===== src/shared/etg_pkg.sv =====
// constants and types shared by the test frame generator files
package etg_pkg;

    localparam int DATA_W      = 64;
    localparam int KEEP_W      = 8;
    localparam int LEN_W       = 16;
    localparam int SEQ_W       = 16;
    localparam int BEAT_W      = 8;
    localparam int ADDR_W      = 48;
    localparam int FIFO_DEPTH  = 8;
    localparam int FIFO_W      = DATA_W + KEEP_W + 1;

    // payload limits and header size, in bytes
    localparam logic [LEN_W-1:0] PAYLOAD_MIN = 16'h002e;
    localparam logic [LEN_W-1:0] PAYLOAD_MAX = 16'h05dc;
    localparam logic [LEN_W-1:0] HDR_BYTES   = 16'h000e;
    localparam logic [LEN_W-1:0] BEAT_ROUND  = 16'h0007;

    // channel address defaults
    localparam logic [ADDR_W-1:0] ADDR_CH0 = 48'h111_1000_0000;
    localparam logic [ADDR_W-1:0] ADDR_CH1 = 48'h222_2000_0000;

    localparam logic [KEEP_W-1:0] KEEP_ALL  = 8'hff;
    localparam logic [KEEP_W-1:0] KEEP_ONE  = 8'h01;
    localparam logic [BEAT_W-1:0] BEAT_HDR0 = 8'h00;
    localparam logic [BEAT_W-1:0] BEAT_HDR1 = 8'h01;
    localparam logic [BEAT_W-1:0] BEAT_STEP = 8'h01;
    localparam logic [SEQ_W-1:0]  SEQ_RESET = 16'h0000;
    localparam logic [SEQ_W-1:0]  SEQ_STEP  = 16'h0001;

    typedef enum logic {
        ST_IDLE,
        ST_SEND
    } etg_state_t;

endpackage : etg_pkg


===== src/rtl/etg_fifo.sv =====
// small fifo with a registered read port between frame builder and stream
`timescale 1ns/1ns
`default_nettype none
module etg_fifo #(
    parameter int WIDTH = 73,
    parameter int DEPTH = 8
) (
    input  wire logic             ref_clk,
    input  wire logic             rst,
    input  wire logic             in_valid,
    output logic                  in_ready,
    input  wire logic [WIDTH-1:0] in_data,
    output logic                  out_valid,
    input  wire logic             out_ready,
    output logic      [WIDTH-1:0] out_data
);
    localparam int AW = $clog2(DEPTH);

    logic [WIDTH-1:0] mem_q [DEPTH];
    logic [AW-1:0]    wr_q;
    logic [AW-1:0]    wr_d;
    logic [AW-1:0]    rd_q;
    logic [AW-1:0]    rd_d;
    logic [AW:0]      cnt_q;
    logic [AW:0]      cnt_d;
    logic             out_valid_q;
    logic             out_valid_d;
    logic [WIDTH-1:0] out_data_q;
    logic [WIDTH-1:0] out_data_d;
    logic             push;
    logic             load;

    function automatic logic [AW-1:0] ptr_next(input logic [AW-1:0] p);
        ptr_next = (p == AW'(DEPTH - 1)) ? '0 : AW'(p + 1'b1);
    endfunction : ptr_next

    assign in_ready  = (cnt_q != (AW+1)'(DEPTH));
    assign out_valid = out_valid_q;
    assign out_data  = out_data_q;

    always_comb begin
        push        = in_valid && in_ready;
        // the output register refills whenever entries are stored and it is empty or being taken
        load        = (cnt_q != '0) && (!out_valid_q || out_ready);
        wr_d        = push ? ptr_next(wr_q) : wr_q;
        rd_d        = load ? ptr_next(rd_q) : rd_q;
        cnt_d       = cnt_q;
        if (push && !load) begin
            cnt_d = (AW+1)'(cnt_q + 1'b1);
        end else if (load && !push) begin
            cnt_d = (AW+1)'(cnt_q - 1'b1);
        end
        out_data_d  = load ? mem_q[rd_q] : out_data_q;
        out_valid_d = load ? 1'b1 : (out_ready ? 1'b0 : out_valid_q);
    end

    always_ff @(posedge ref_clk) begin
        if (push) begin
            mem_q[wr_q] <= in_data;
        end
    end

    always_ff @(posedge ref_clk) begin
        if (rst) begin
            wr_q        <= '0;
            rd_q        <= '0;
            cnt_q       <= '0;
            out_valid_q <= 1'b0;
            out_data_q  <= '0;
        end else begin
            wr_q        <= wr_d;
            rd_q        <= rd_d;
            cnt_q       <= cnt_d;
            out_valid_q <= out_valid_d;
            out_data_q  <= out_data_d;
        end
    end
endmodule : etg_fifo
`default_nettype wire


===== src/rtl/etg_frame_gen.sv =====
// test frame generator driving a 64-bit stream transmit port
//
// Functional notes
// - payload size clamped to 46..1500 bytes
// - addresses fixed by 48-bit parameters
// - length field carries selected payload size
// - frame is 14 header bytes plus payload
// - sequence counter in frame, plus one per frame
// - fixed lane layout of first two beats
// - channel selects default address pair, swapped
// - one stream clock, synchronous reset
// - 64-bit data bus, eight bytes per beat
// - keep marks valid bytes of accepted beats
// - keep bit 0 is lowest data byte
// - keep all ones except last beat, packed low
// - last asserted only on final beat
// - valid means beat presented, held until taken
// - underrun sideband always low
// - transfer only when valid and ready high
// - enable makes this generator feed the stream
// - active only in internal generation mode; a frame already started still runs to its end after enable drops
`timescale 1ns/1ns
`default_nettype none
module etg_frame_gen #(
    parameter int                       CHANNEL                 = 0,
    parameter logic [etg_pkg::ADDR_W-1:0] local_source_addr_param =
        (CHANNEL == 0) ? etg_pkg::ADDR_CH0 : etg_pkg::ADDR_CH1,
    parameter logic [etg_pkg::ADDR_W-1:0] peer_dest_addr_param    =
        (CHANNEL == 0) ? etg_pkg::ADDR_CH1 : etg_pkg::ADDR_CH0,
    parameter int                       DEPTH                   = etg_pkg::FIFO_DEPTH
) (
    input  wire logic                         ref_clk,
    input  wire logic                         rst,
    input  wire logic                         enable_gen,
    input  wire logic [etg_pkg::LEN_W-1:0]    data_payload,
    input  wire logic                         tx_axis_tready,
    output logic      [etg_pkg::DATA_W-1:0]   tx_axis_tdata,
    output logic      [etg_pkg::KEEP_W-1:0]   tx_axis_tkeep,
    output logic                              tx_axis_tlast,
    output logic                              tx_axis_tvalid,
    output logic                              tx_axis_tuser
);
    import etg_pkg::*;

    etg_state_t        state_q;
    etg_state_t        state_d;
    logic [LEN_W-1:0]  len_q;
    logic [LEN_W-1:0]  len_d;
    logic [BEAT_W-1:0] last_beat_q;
    logic [BEAT_W-1:0] last_beat_d;
    logic [KEEP_W-1:0] keep_last_q;
    logic [KEEP_W-1:0] keep_last_d;
    logic [BEAT_W-1:0] beat_q;
    logic [BEAT_W-1:0] beat_d;
    logic [SEQ_W-1:0]  seq_q;
    logic [SEQ_W-1:0]  seq_d;
    logic              tuser_q;

    logic [LEN_W-1:0]  pay_sel;
    logic [LEN_W-1:0]  total_bytes;
    logic [LEN_W-1:0]  beat_total;
    logic              push;
    logic              is_last;
    logic              fifo_in_ready;
    logic [DATA_W-1:0] beat_data;
    logic [KEEP_W-1:0] beat_keep;
    logic [FIFO_W-1:0] fifo_out;

    // places a big-endian word so that its first byte travels in lane 0
    function automatic logic [DATA_W-1:0] to_lanes(input logic [DATA_W-1:0] be);
        logic [DATA_W-1:0] r;
        r = '0;
        for (int i = 0; i < KEEP_W; i++) begin
            r[8*i +: 8] = be[DATA_W-8-8*i +: 8];
        end
        to_lanes = r;
    endfunction : to_lanes

    // keep pattern for a final beat holding rem bytes, zero meaning eight
    function automatic logic [KEEP_W-1:0] keep_of(input logic [2:0] rem);
        keep_of = (rem == 3'h0) ? KEEP_ALL : KEEP_W'((KEEP_ONE << rem) - KEEP_ONE);
    endfunction : keep_of

    // frame builder
    always_comb begin
        if (data_payload < PAYLOAD_MIN) begin
            pay_sel = PAYLOAD_MIN;
        end else if (data_payload > PAYLOAD_MAX) begin
            pay_sel = PAYLOAD_MAX;
        end else begin
            pay_sel = data_payload;
        end
        total_bytes = LEN_W'(pay_sel + HDR_BYTES);
        beat_total  = LEN_W'((total_bytes + BEAT_ROUND) >> 3);
        state_d     = state_q;
        len_d       = len_q;
        last_beat_d = last_beat_q;
        keep_last_d = keep_last_q;
        beat_d      = beat_q;
        seq_d       = seq_q;
        push        = 1'b0;
        unique case (state_q)
            ST_IDLE: begin
                // new frames start only while this generator is selected
                if (enable_gen) begin
                    len_d       = pay_sel;
                    last_beat_d = BEAT_W'(beat_total - 1'b1);
                    keep_last_d = keep_of(total_bytes[2:0]);
                    beat_d      = BEAT_HDR0;
                    state_d     = ST_SEND;
                end
            end
            ST_SEND: begin
                // the frame runs to its end regardless of enable
                push = fifo_in_ready;
                if (push) begin
                    if (beat_q == last_beat_q) begin
                        state_d = ST_IDLE;
                        seq_d   = SEQ_W'(seq_q + SEQ_STEP);
                    end else begin
                        beat_d = BEAT_W'(beat_q + BEAT_STEP);
                    end
                end
            end
        endcase
    end

    // beat contents
    always_comb begin
        is_last = (beat_q == last_beat_q);
        if (beat_q == BEAT_HDR0) begin
            beat_data = to_lanes({peer_dest_addr_param,
                                  local_source_addr_param[47:32]});
        end else if (beat_q == BEAT_HDR1) begin
            beat_data = to_lanes({local_source_addr_param[31:0], len_q, seq_q});
        end else begin
            beat_data = to_lanes({4{seq_q}});
        end
        beat_keep = is_last ? keep_last_q : KEEP_ALL;
    end

    always_ff @(posedge ref_clk) begin
        if (rst) begin
            state_q     <= ST_IDLE;
            len_q       <= PAYLOAD_MIN;
            last_beat_q <= '0;
            keep_last_q <= KEEP_ALL;
            beat_q      <= '0;
            seq_q       <= SEQ_RESET;
            tuser_q     <= 1'b0;
        end else begin
            state_q     <= state_d;
            len_q       <= len_d;
            last_beat_q <= last_beat_d;
            keep_last_q <= keep_last_d;
            beat_q      <= beat_d;
            seq_q       <= seq_d;
            tuser_q     <= 1'b0;
        end
    end

    // beats wait here; the output register holds a beat until taken
    etg_fifo #(
        .WIDTH (FIFO_W),
        .DEPTH (DEPTH)
    ) u_fifo (
        .ref_clk   (ref_clk),
        .rst       (rst),
        .in_valid  (push),
        .in_ready  (fifo_in_ready),
        .in_data   ({is_last, beat_keep, beat_data}),
        .out_valid (tx_axis_tvalid),
        .out_ready (tx_axis_tready),
        .out_data  (fifo_out)
    );

    assign tx_axis_tdata = fifo_out[DATA_W-1:0];
    assign tx_axis_tkeep = fifo_out[DATA_W +: KEEP_W];
    assign tx_axis_tlast = fifo_out[FIFO_W-1];
    assign tx_axis_tuser = tuser_q;
endmodule : etg_frame_gen
`default_nettype wire


===== config.mk =====
export PLATFORM = sky130hd
export DESIGN_NAME = etg_frame_gen
export DESIGN_NICKNAME = d
export VERILOG_FILES = /design/src/shared/etg_pkg.sv /design/src/rtl/etg_fifo.sv /design/src/rtl/etg_frame_gen.sv
export SDC_FILE = /design/constraint.sdc
export NUM_CORES = 1
export LEC_CHECK = 0
export ABC_CLOCK_PERIOD_IN_PS = 21700
export BUFFER_PORTS_ARGS = -buffer_cell sky130_fd_sc_hd__buf_2
export CAP_MARGIN = 20
export CORE_ASPECT_RATIO = 1.75
export CORE_MARGIN = 2
export CORE_UTILIZATION = 47
export CTS_BUF_LIST = sky130_fd_sc_hd__clkbuf_16
export DETAILED_ROUTE_END_ITERATION = 10
export PLACE_DENSITY_LB_ADDON = 0.1
export SKIP_LAST_GASP = 1
export SYNTH_ARGS = -nofsm -noshare
export SYNTH_HDL_FRONTEND = slang
export SYNTH_SLANG_ARGS = --single-unit

===== constraint.sdc =====
create_clock -name ref_clk -period 21.7 [get_ports ref_clk]
set_clock_uncertainty 0.15 [all_clocks]
set_input_delay 1.085 -clock ref_clk [delete_from_list [all_inputs] [get_ports ref_clk]]
set_output_delay 1.085 -clock ref_clk [all_outputs]
set_load 0.05 [all_outputs]

---- Yosys cells after proc, flatten, opt, wreduce, memory -nomap -nowiden ----
Memory sizes are Yosys's and may differ from the RTL's. A register that Yosys moved wholly into a read port is not among the register bits.
Cells that the tools add are included.
storage, ports and cells
  memories kept ........................... 1
  register bits after elaboration ......... 68
  memory bits (writable) .................. 584
  bits of input ports ..................... 20
memory list
  name          words  width  rd ports  clocked after Yosys merged registers in  write ports  RTL line        text
  u_fifo.mem_q  8      73     1         1                                        1            etg_fifo.sv:19  logic [WIDTH-1:0] mem_q [DEPTH];
operators by class
  bitwise logic cells ..................... 1
  add/subtract/negate cells ............... 10
  reductions and logical operators ........ 16
  muxes and demuxes ....................... 23
  shift-type cells ........................ 1
  $lt $le $gt $ge ......................... 2
  eq/ne operators ......................... 8
operators by type and width
  cell                                                   number
  two-way mux 64 bit                                     1
  two-way mux 48 bit                                     1
  two-way mux 8 bit                                      5
  two-way mux 16 bit                                     2
  adder 16 x 1 -> 16 bit (second input constant)         1
  > comparator 16 x 11 -> 1 bit (second input constant)  1
  < comparator 16 x 6 -> 1 bit (second input constant)   1
  one-hot mux 8 bit (2 select lines)                     1
  subtractor 8 x 1 -> 8 bit (second input constant)      2
  adder 11 x 3 -> 11 bit (second input constant)         1
  adder 11 x 4 -> 11 bit (second input constant)         1
  adder 8 x 1 -> 8 bit (second input constant)           1
  equality test 8 x 1 -> 1 bit (second input constant)   1
  equality test 8 bit                                    1
  zero test 8 bit                                        1
  two-way mux 1 bit                                      8
  two-way mux 4 bit                                      2
  << shifter 1 x 3 -> 8 bit (first input constant)       1
  adder 3 x 1 -> 3 bit (second input constant)           2
  equality test 3 bit (second input constant)            2
  two-way mux 3 bit                                      2
  AND reduction 3 bit                                    2
  adder 4 x 1 -> 4 bit (second input constant)           1
  logical AND 1 bit                                      4
  12 further kinds                                       16

---- Logic depth before layout (Yosys ltp) ----
  depth after elaboration ................. 7
  mapped depth ............................ 18
  gate-level depth less buffers ........... 16

---- Modules after synthesis ----
A second synthesis with hierarchy kept.
second synthesis, totals
  cell total of the unflattened synthesis .. 1,644
  area total of the unflattened synthesis .. 28,255.8 um^2
modules (own cells, without submodules)
  module         area an instance (um^2)  cells an instance  seq. area each (um^2)  instances
  etg_fifo       24,466.0                 1,166              19,218.4               1
  etg_frame_gen  3,789.9                  478                1,121.1                1

---- Least setup slack after synthesis ----
No wires, ideal clock.
  kind .................................... register to register
  start point ............................. reg u_fifo.cnt_q[0]
  end point ............................... mem u_fifo.mem_q[2][13] (enable)
  period minus slack after synthesis ...... 8.042 ns
  required time ........................... 20.893 ns
  cell stages (with the launch flop) ...... 6
  data arrival time ....................... 7.235 ns
  setup slack ............................. 13.658 ns
  path through ............................ dfxtp_1 > nor3_1 > nand2_1 > nand2_1 > clkbuf_1 > nor4b_1
between the ends
  longest elaborated chain between the ends .. 5
RTL lines
  what                                       RTL line              text
  start: declaration                         etg_fifo.sv:24        logic [AW:0] cnt_q;
  start signal: assignment                   etg_fifo.sv:73        cnt_q <= cnt_d;
  inequality test 4 bit *                    etg_fifo.sv:37        assign in_ready = (cnt_q != (AW+1)'(DEPTH));
  two-way mux 1 bit                          etg_frame_gen.sv:102  unique case (state_q)
  logical AND 1 bit *                        etg_fifo.sv:42        push = in_valid && in_ready;
  two-way mux 1 bit *                        etg_fifo.sv:58        if (push) begin
  two-way mux 1 bit (not written as such) *  etg_fifo.sv:59        mem_q[wr_q] <= in_data;
  end: declaration                           etg_fifo.sv:19
Every way passes the cells marked *; elsewhere a longest branch is shown, timed or not.

---- Worst setup path after layout ----
  start point ............................. in data_payload[1] in the netlist's numbering
  end point ............................... reg last_beat_q[5]
between the ends
  longest elaborated chain between the ends .. 6
  elaborated cells between the ends (all ways) .. 7
RTL lines
  what                           RTL line              text
  start: declaration             etg_frame_gen.sv:35   input wire logic [etg_pkg::LEN_W-1:0] data_payload,
  > comparator 16 x 11 -> 1 bit  etg_frame_gen.sv:88   end else if (data_payload > PAYLOAD_MAX) begin
  two-way mux 16 bit             etg_frame_gen.sv:88
  two-way mux 16 bit *           etg_frame_gen.sv:86   if (data_payload < PAYLOAD_MIN) begin
  adder 11 x 4 -> 11 bit *       etg_frame_gen.sv:93   total_bytes = LEN_W'(pay_sel + HDR_BYTES);
  adder 11 x 3 -> 11 bit *       etg_frame_gen.sv:94   beat_total = LEN_W'((total_bytes + BEAT_ROUND) >> 3);
  subtractor 8 x 1 -> 8 bit *    etg_frame_gen.sv:107  last_beat_d = BEAT_W'(beat_total - 1'b1);
  end signal: assignment         etg_frame_gen.sv:154  last_beat_q <= last_beat_d;
  end: declaration               etg_frame_gen.sv:49   logic [BEAT_W-1:0] last_beat_q;
Marks and branches as above.
A chain may end at the register's enable or synchronous reset.

==> impl_metrics.env <==
export IMPL_avgViaCountPerCell=5.691
export IMPL_fin_cells=2268
export IMPL_arrival_ns=5.46
export IMPL_worst_ep_required_time_ns=22.04
export IMPL_cts_tree="yes"
export IMPL_synth_top_family_by_area="multiplexers"
export IMPL_synthArstFlopShare_pct=0
export IMPL_clkSlewWorstSetupHoldPaths_ns=0.06
export IMPL_setup_violations=0
export IMPL_finalCritPeriodShare_pct=23.61
export IMPL_synth_xor_area_share_pct=1.489
export IMPL_reg2reg_slack_ns=18.10
export IMPL_drive_gt1_share_pct=22.14
export IMPL_grt_pass1_vias=13510
export IMPL_floorplan_initialDensity_pct=47.30
export IMPL_drv_cap=0
export IMPL_path_max_fanout=22
export IMPL_num_vias=12910
export IMPL_ant_nets=0
export IMPL_synth_area_per_cell_sq_um=16.93
export IMPL_drc_errors=0
export IMPL_worstSetupPathDepth=15
export IMPL_hold_path_end="keep_last_q[3]"
export IMPL_max_stage_delay_ns=0.52
export IMPL_synth_top_cell_by_area="edfxtp_1"
export IMPL_synth_most_common_cell="edfxtp_1"
export IMPL_clk_latency_ns=0.59
export IMPL_tightest_slew_ns=1.052
export IMPL_synth_compound_area_share_pct=4.818
export IMPL_grt_max_degree=72
export IMPL_final_seq_area_sq_um=17490
export IMPL_hpwl_um=31300
export IMPL_dpl_instance_area_sq_um=25880
export IMPL_p_leak_nw=9.194
export IMPL_drv_slew=0
export IMPL_cpMaxStageDelayCell="nor3_1"
export IMPL_globalRouteTotalUtil_pct=20.07
export IMPL_portBuffers=93
export IMPL_cts_hold_buffers=0
export IMPL_synth_seq_cells=625
export IMPL_crit_chain="buf_2 -> or3b_1 -> or4_4 -> a21o_1 -> nor3_1 -> ha_1 -> nor2b_1 -> nor2b_1 -> xnor2_1 -> nand2_1 -> or3_1 -> a21oi_1 -> o221ai_1 -> xnor2_1 -> a211oi_1"
export IMPL_outcome="completed"
export IMPL_synth_cells=1459
export IMPL_cts_buffers=55
export IMPL_yosys_cell_types_count=63
export IMPL_synth_adder_area_share_pct=0.8409
export IMPL_yosysSeqAreaShare_pct=70.76
export IMPL_cts_resized=0
export IMPL_r2r_end="u_fifo.mem_q[6][36]"
export IMPL_wl_per_cell_um=23.52
export IMPL_hold_ws_ns=0.2949
export IMPL_finalHoldViolCount=0
export IMPL_post_cts_setup_buffers=0
export IMPL_fp_dieW_um=177.3
export IMPL_dp_slack_ns=15.97
export IMPL_rsz0062_at_grt="false"
export IMPL_synthSimpleGateAreaFrac_pct=6.221
export IMPL_antenna_cells=0
export IMPL_min_from="keep_last_q[3]"
export IMPL_place_inst=2165
export IMPL_worst_path_buf_inv=1
export IMPL_fin_ws_ns=16.58
export IMPL_die_y_um=307.3
export IMPL_gp_congestion=0.7987
export IMPL_synthTopCellsByCount="496 x edfxtp_1, 129 x dfxtp_1, 125 x nor2_1"
export IMPL_critPathCaptureType="register"
export IMPL_synth_top_area_share_pct=60.30
export IMPL_cts_htree_levels=2
export IMPL_num_fill_cells=4375
export IMPL_grt_overflow_total=0
export IMPL_hold_path_class="reg2reg"
export IMPL_die_area_sq_um=54470
export IMPL_multi_input_area_sq_um=6838
export IMPL_synth_area_leaders="edfxtp_1 60%, mux4_2 11%, dfxtp_1 10%, mux2i_1 2.6%, a211oi_1 2.0%"
export IMPL_yosysWarnings=0
export IMPL_cellPowerDensity_nw_per_um2=122.8
export IMPL_drtIter0Drc=950
export IMPL_synthesis_area_sq_um=24700
export IMPL_timing_rr_start="beat_q[3]"
export IMPL_dr_pass1_iters=5
export IMPL_finalCriticalPeriod_ns=5.124
export IMPL_synth_area_mux_share_pct=13.96
export IMPL_final_area_sq_um=27740
export IMPL_reg2reg_depth=7
export IMPL_holdPathStages=2
export IMPL_slew_headroom_pct=29.84
export IMPL_ctsLongestPathBuffers=3
export IMPL_areaGrowthSynthToFinish_pct=12.31
export IMPL_fmax_mhz=195.2
export IMPL_start_kind="input pin"
export IMPL_antenna_found_initial=0
export IMPL_synth_edf_count=496
export IMPL_wl_um=53350
export IMPL_crit_family="simple AND/OR/NAND/NOR gates"
export IMPL_cts_root_buf="clkbuf_16"
export IMPL_ir_drop_v=0.00009909
export IMPL_nets=1581
export IMPL_ioPinCount=95
export IMPL_core_sq_um=52220
export IMPL_clock_sinks=625
export IMPL_rows=111
export IMPL_path_class="in2reg"
export IMPL_fin_tns_setup_ns=0
export IMPL_grt_pass1_wl_um=81450
export IMPL_ys_flop_type="edfxtp_1"
[registers in the layout, indices dropped and copies added (netlist names)]
register / count
u_fifo.mem_q: 496
u_fifo.out_data: 62
len_q: 16
seq_q: 16
beat_q: 8
last_beat_q: 8
keep_last_q: 7
u_fifo.cnt_q: 4
u_fifo.rd_q: 3
u_fifo.wr_q: 3
state_q: 1
u_fifo.out_valid: 1
[area by class of cell]
| class | count | share of cell area (%) |
|---|---|---|
| flip-flops and latches | 625 | 63.05 |
| multi-input cells | 732 | 24.65 |
| clock buffers | 55 | 4.962 |
| well taps | 678 | 3.058 |
| repair buffers | 120 | 2.490 |
| clock inverters | 47 | 1.642 |
| inverters | 11 | 0.1489 |
[tightest hold or removal path: cells and delay by family (launching register included)]
family,cells,cell delay [ns]
flip-flops,1,0.31
AND/OR/NAND/NOR,2,0.09
[cells in the final DEF (no fill, tap or decap), drive strengths merged, types with 3 or more instances in the layout]
master and instances:
a21o 17, o211ai 6, and4 5, xor2 20, nand2 38, o21ai 13, and3 22, nor4 9
clkinv 25, or4 5, buf 120, nor2b 5, a211o 7, edfxtp 496, nand2b 10, a31oi 3
and2 15, o31ai 4, or3 12, mux4 124, clkinvlp 3, dfxtp 129, nor2 125, nand3b 6
conb 9, ha 15, nor3b 3, nor3 26, nand4 8, xnor2 22, nand3 16, a21oi 34
bufinv 9, inv 21, mux2i 65, clkbuf 55, a211oi 68
[cells by family (layout without fill, tap and decap cells)]
logic type                 Yosys count  in the layout
AOI/OAI and AO/OA                  167            167
muxes                              189            189
xor gates and xnor gates            42             42
adders and majority gates           16             16
other                                2              9
DFF                                625            625
buffers and inverters              109            233
and+or+nand+nor                    309            309
[worst max-delay path by stage]
| stage | endpoint | slack [ns] | startpoint |
|---|---|---|---|
| after floorplan | u_fifo.mem_q[2][13] | 13.66 | u_fifo.cnt_q[0] |
| after global placement | last_beat_q[5] | 16.19 | data_payload[1] |
| after detailed placement | last_beat_q[5] | 15.97 | data_payload[1] |
| after CTS | last_beat_q[5] | 16.57 | data_payload[1] |
| after global routing | last_beat_q[5] | 16.19 | data_payload[1] |
| final | last_beat_q[5] | 16.58 | data_payload[1] |
[through the flow]
| stage | utilization [%] | power [mW] |
|---|---|---|
| final | 53.12 | 3.407 |
| after global routing | 53.12 | 3.560 |
| after CTS | 53.06 | 3.453 |
| after detailed placement | 49.56 | 2.458 |
| after global placement | 49.56 | 2.449 |
| after floorplan | - | 2.238 |
[routing by layer]
layer / vias to the layer above / GRT usage, % / share of wire, %
met5: - / 0 / 0
met4: 0 / 5.471 / 2.4
met3: 74 / 2.086 / 3.3
met2: 236 / 36.58 / 54
met1: 6685 / 25.33 / 41
li1: 5913 / - / -
[where the power goes]
| group | internal [mW] | total (mW) | switching, mW |
|---|---|---|---|
| Clock | 0.568 | 0.994 | 0.425 |
| Sequential | 1.39 | 1.46 | 0.0721 |
| Combinational | 0.344 | 0.953 | 0.610 |
| Total | 2.30 | 3.41 | 1.11 |
(Power assumes the default switching activity.)
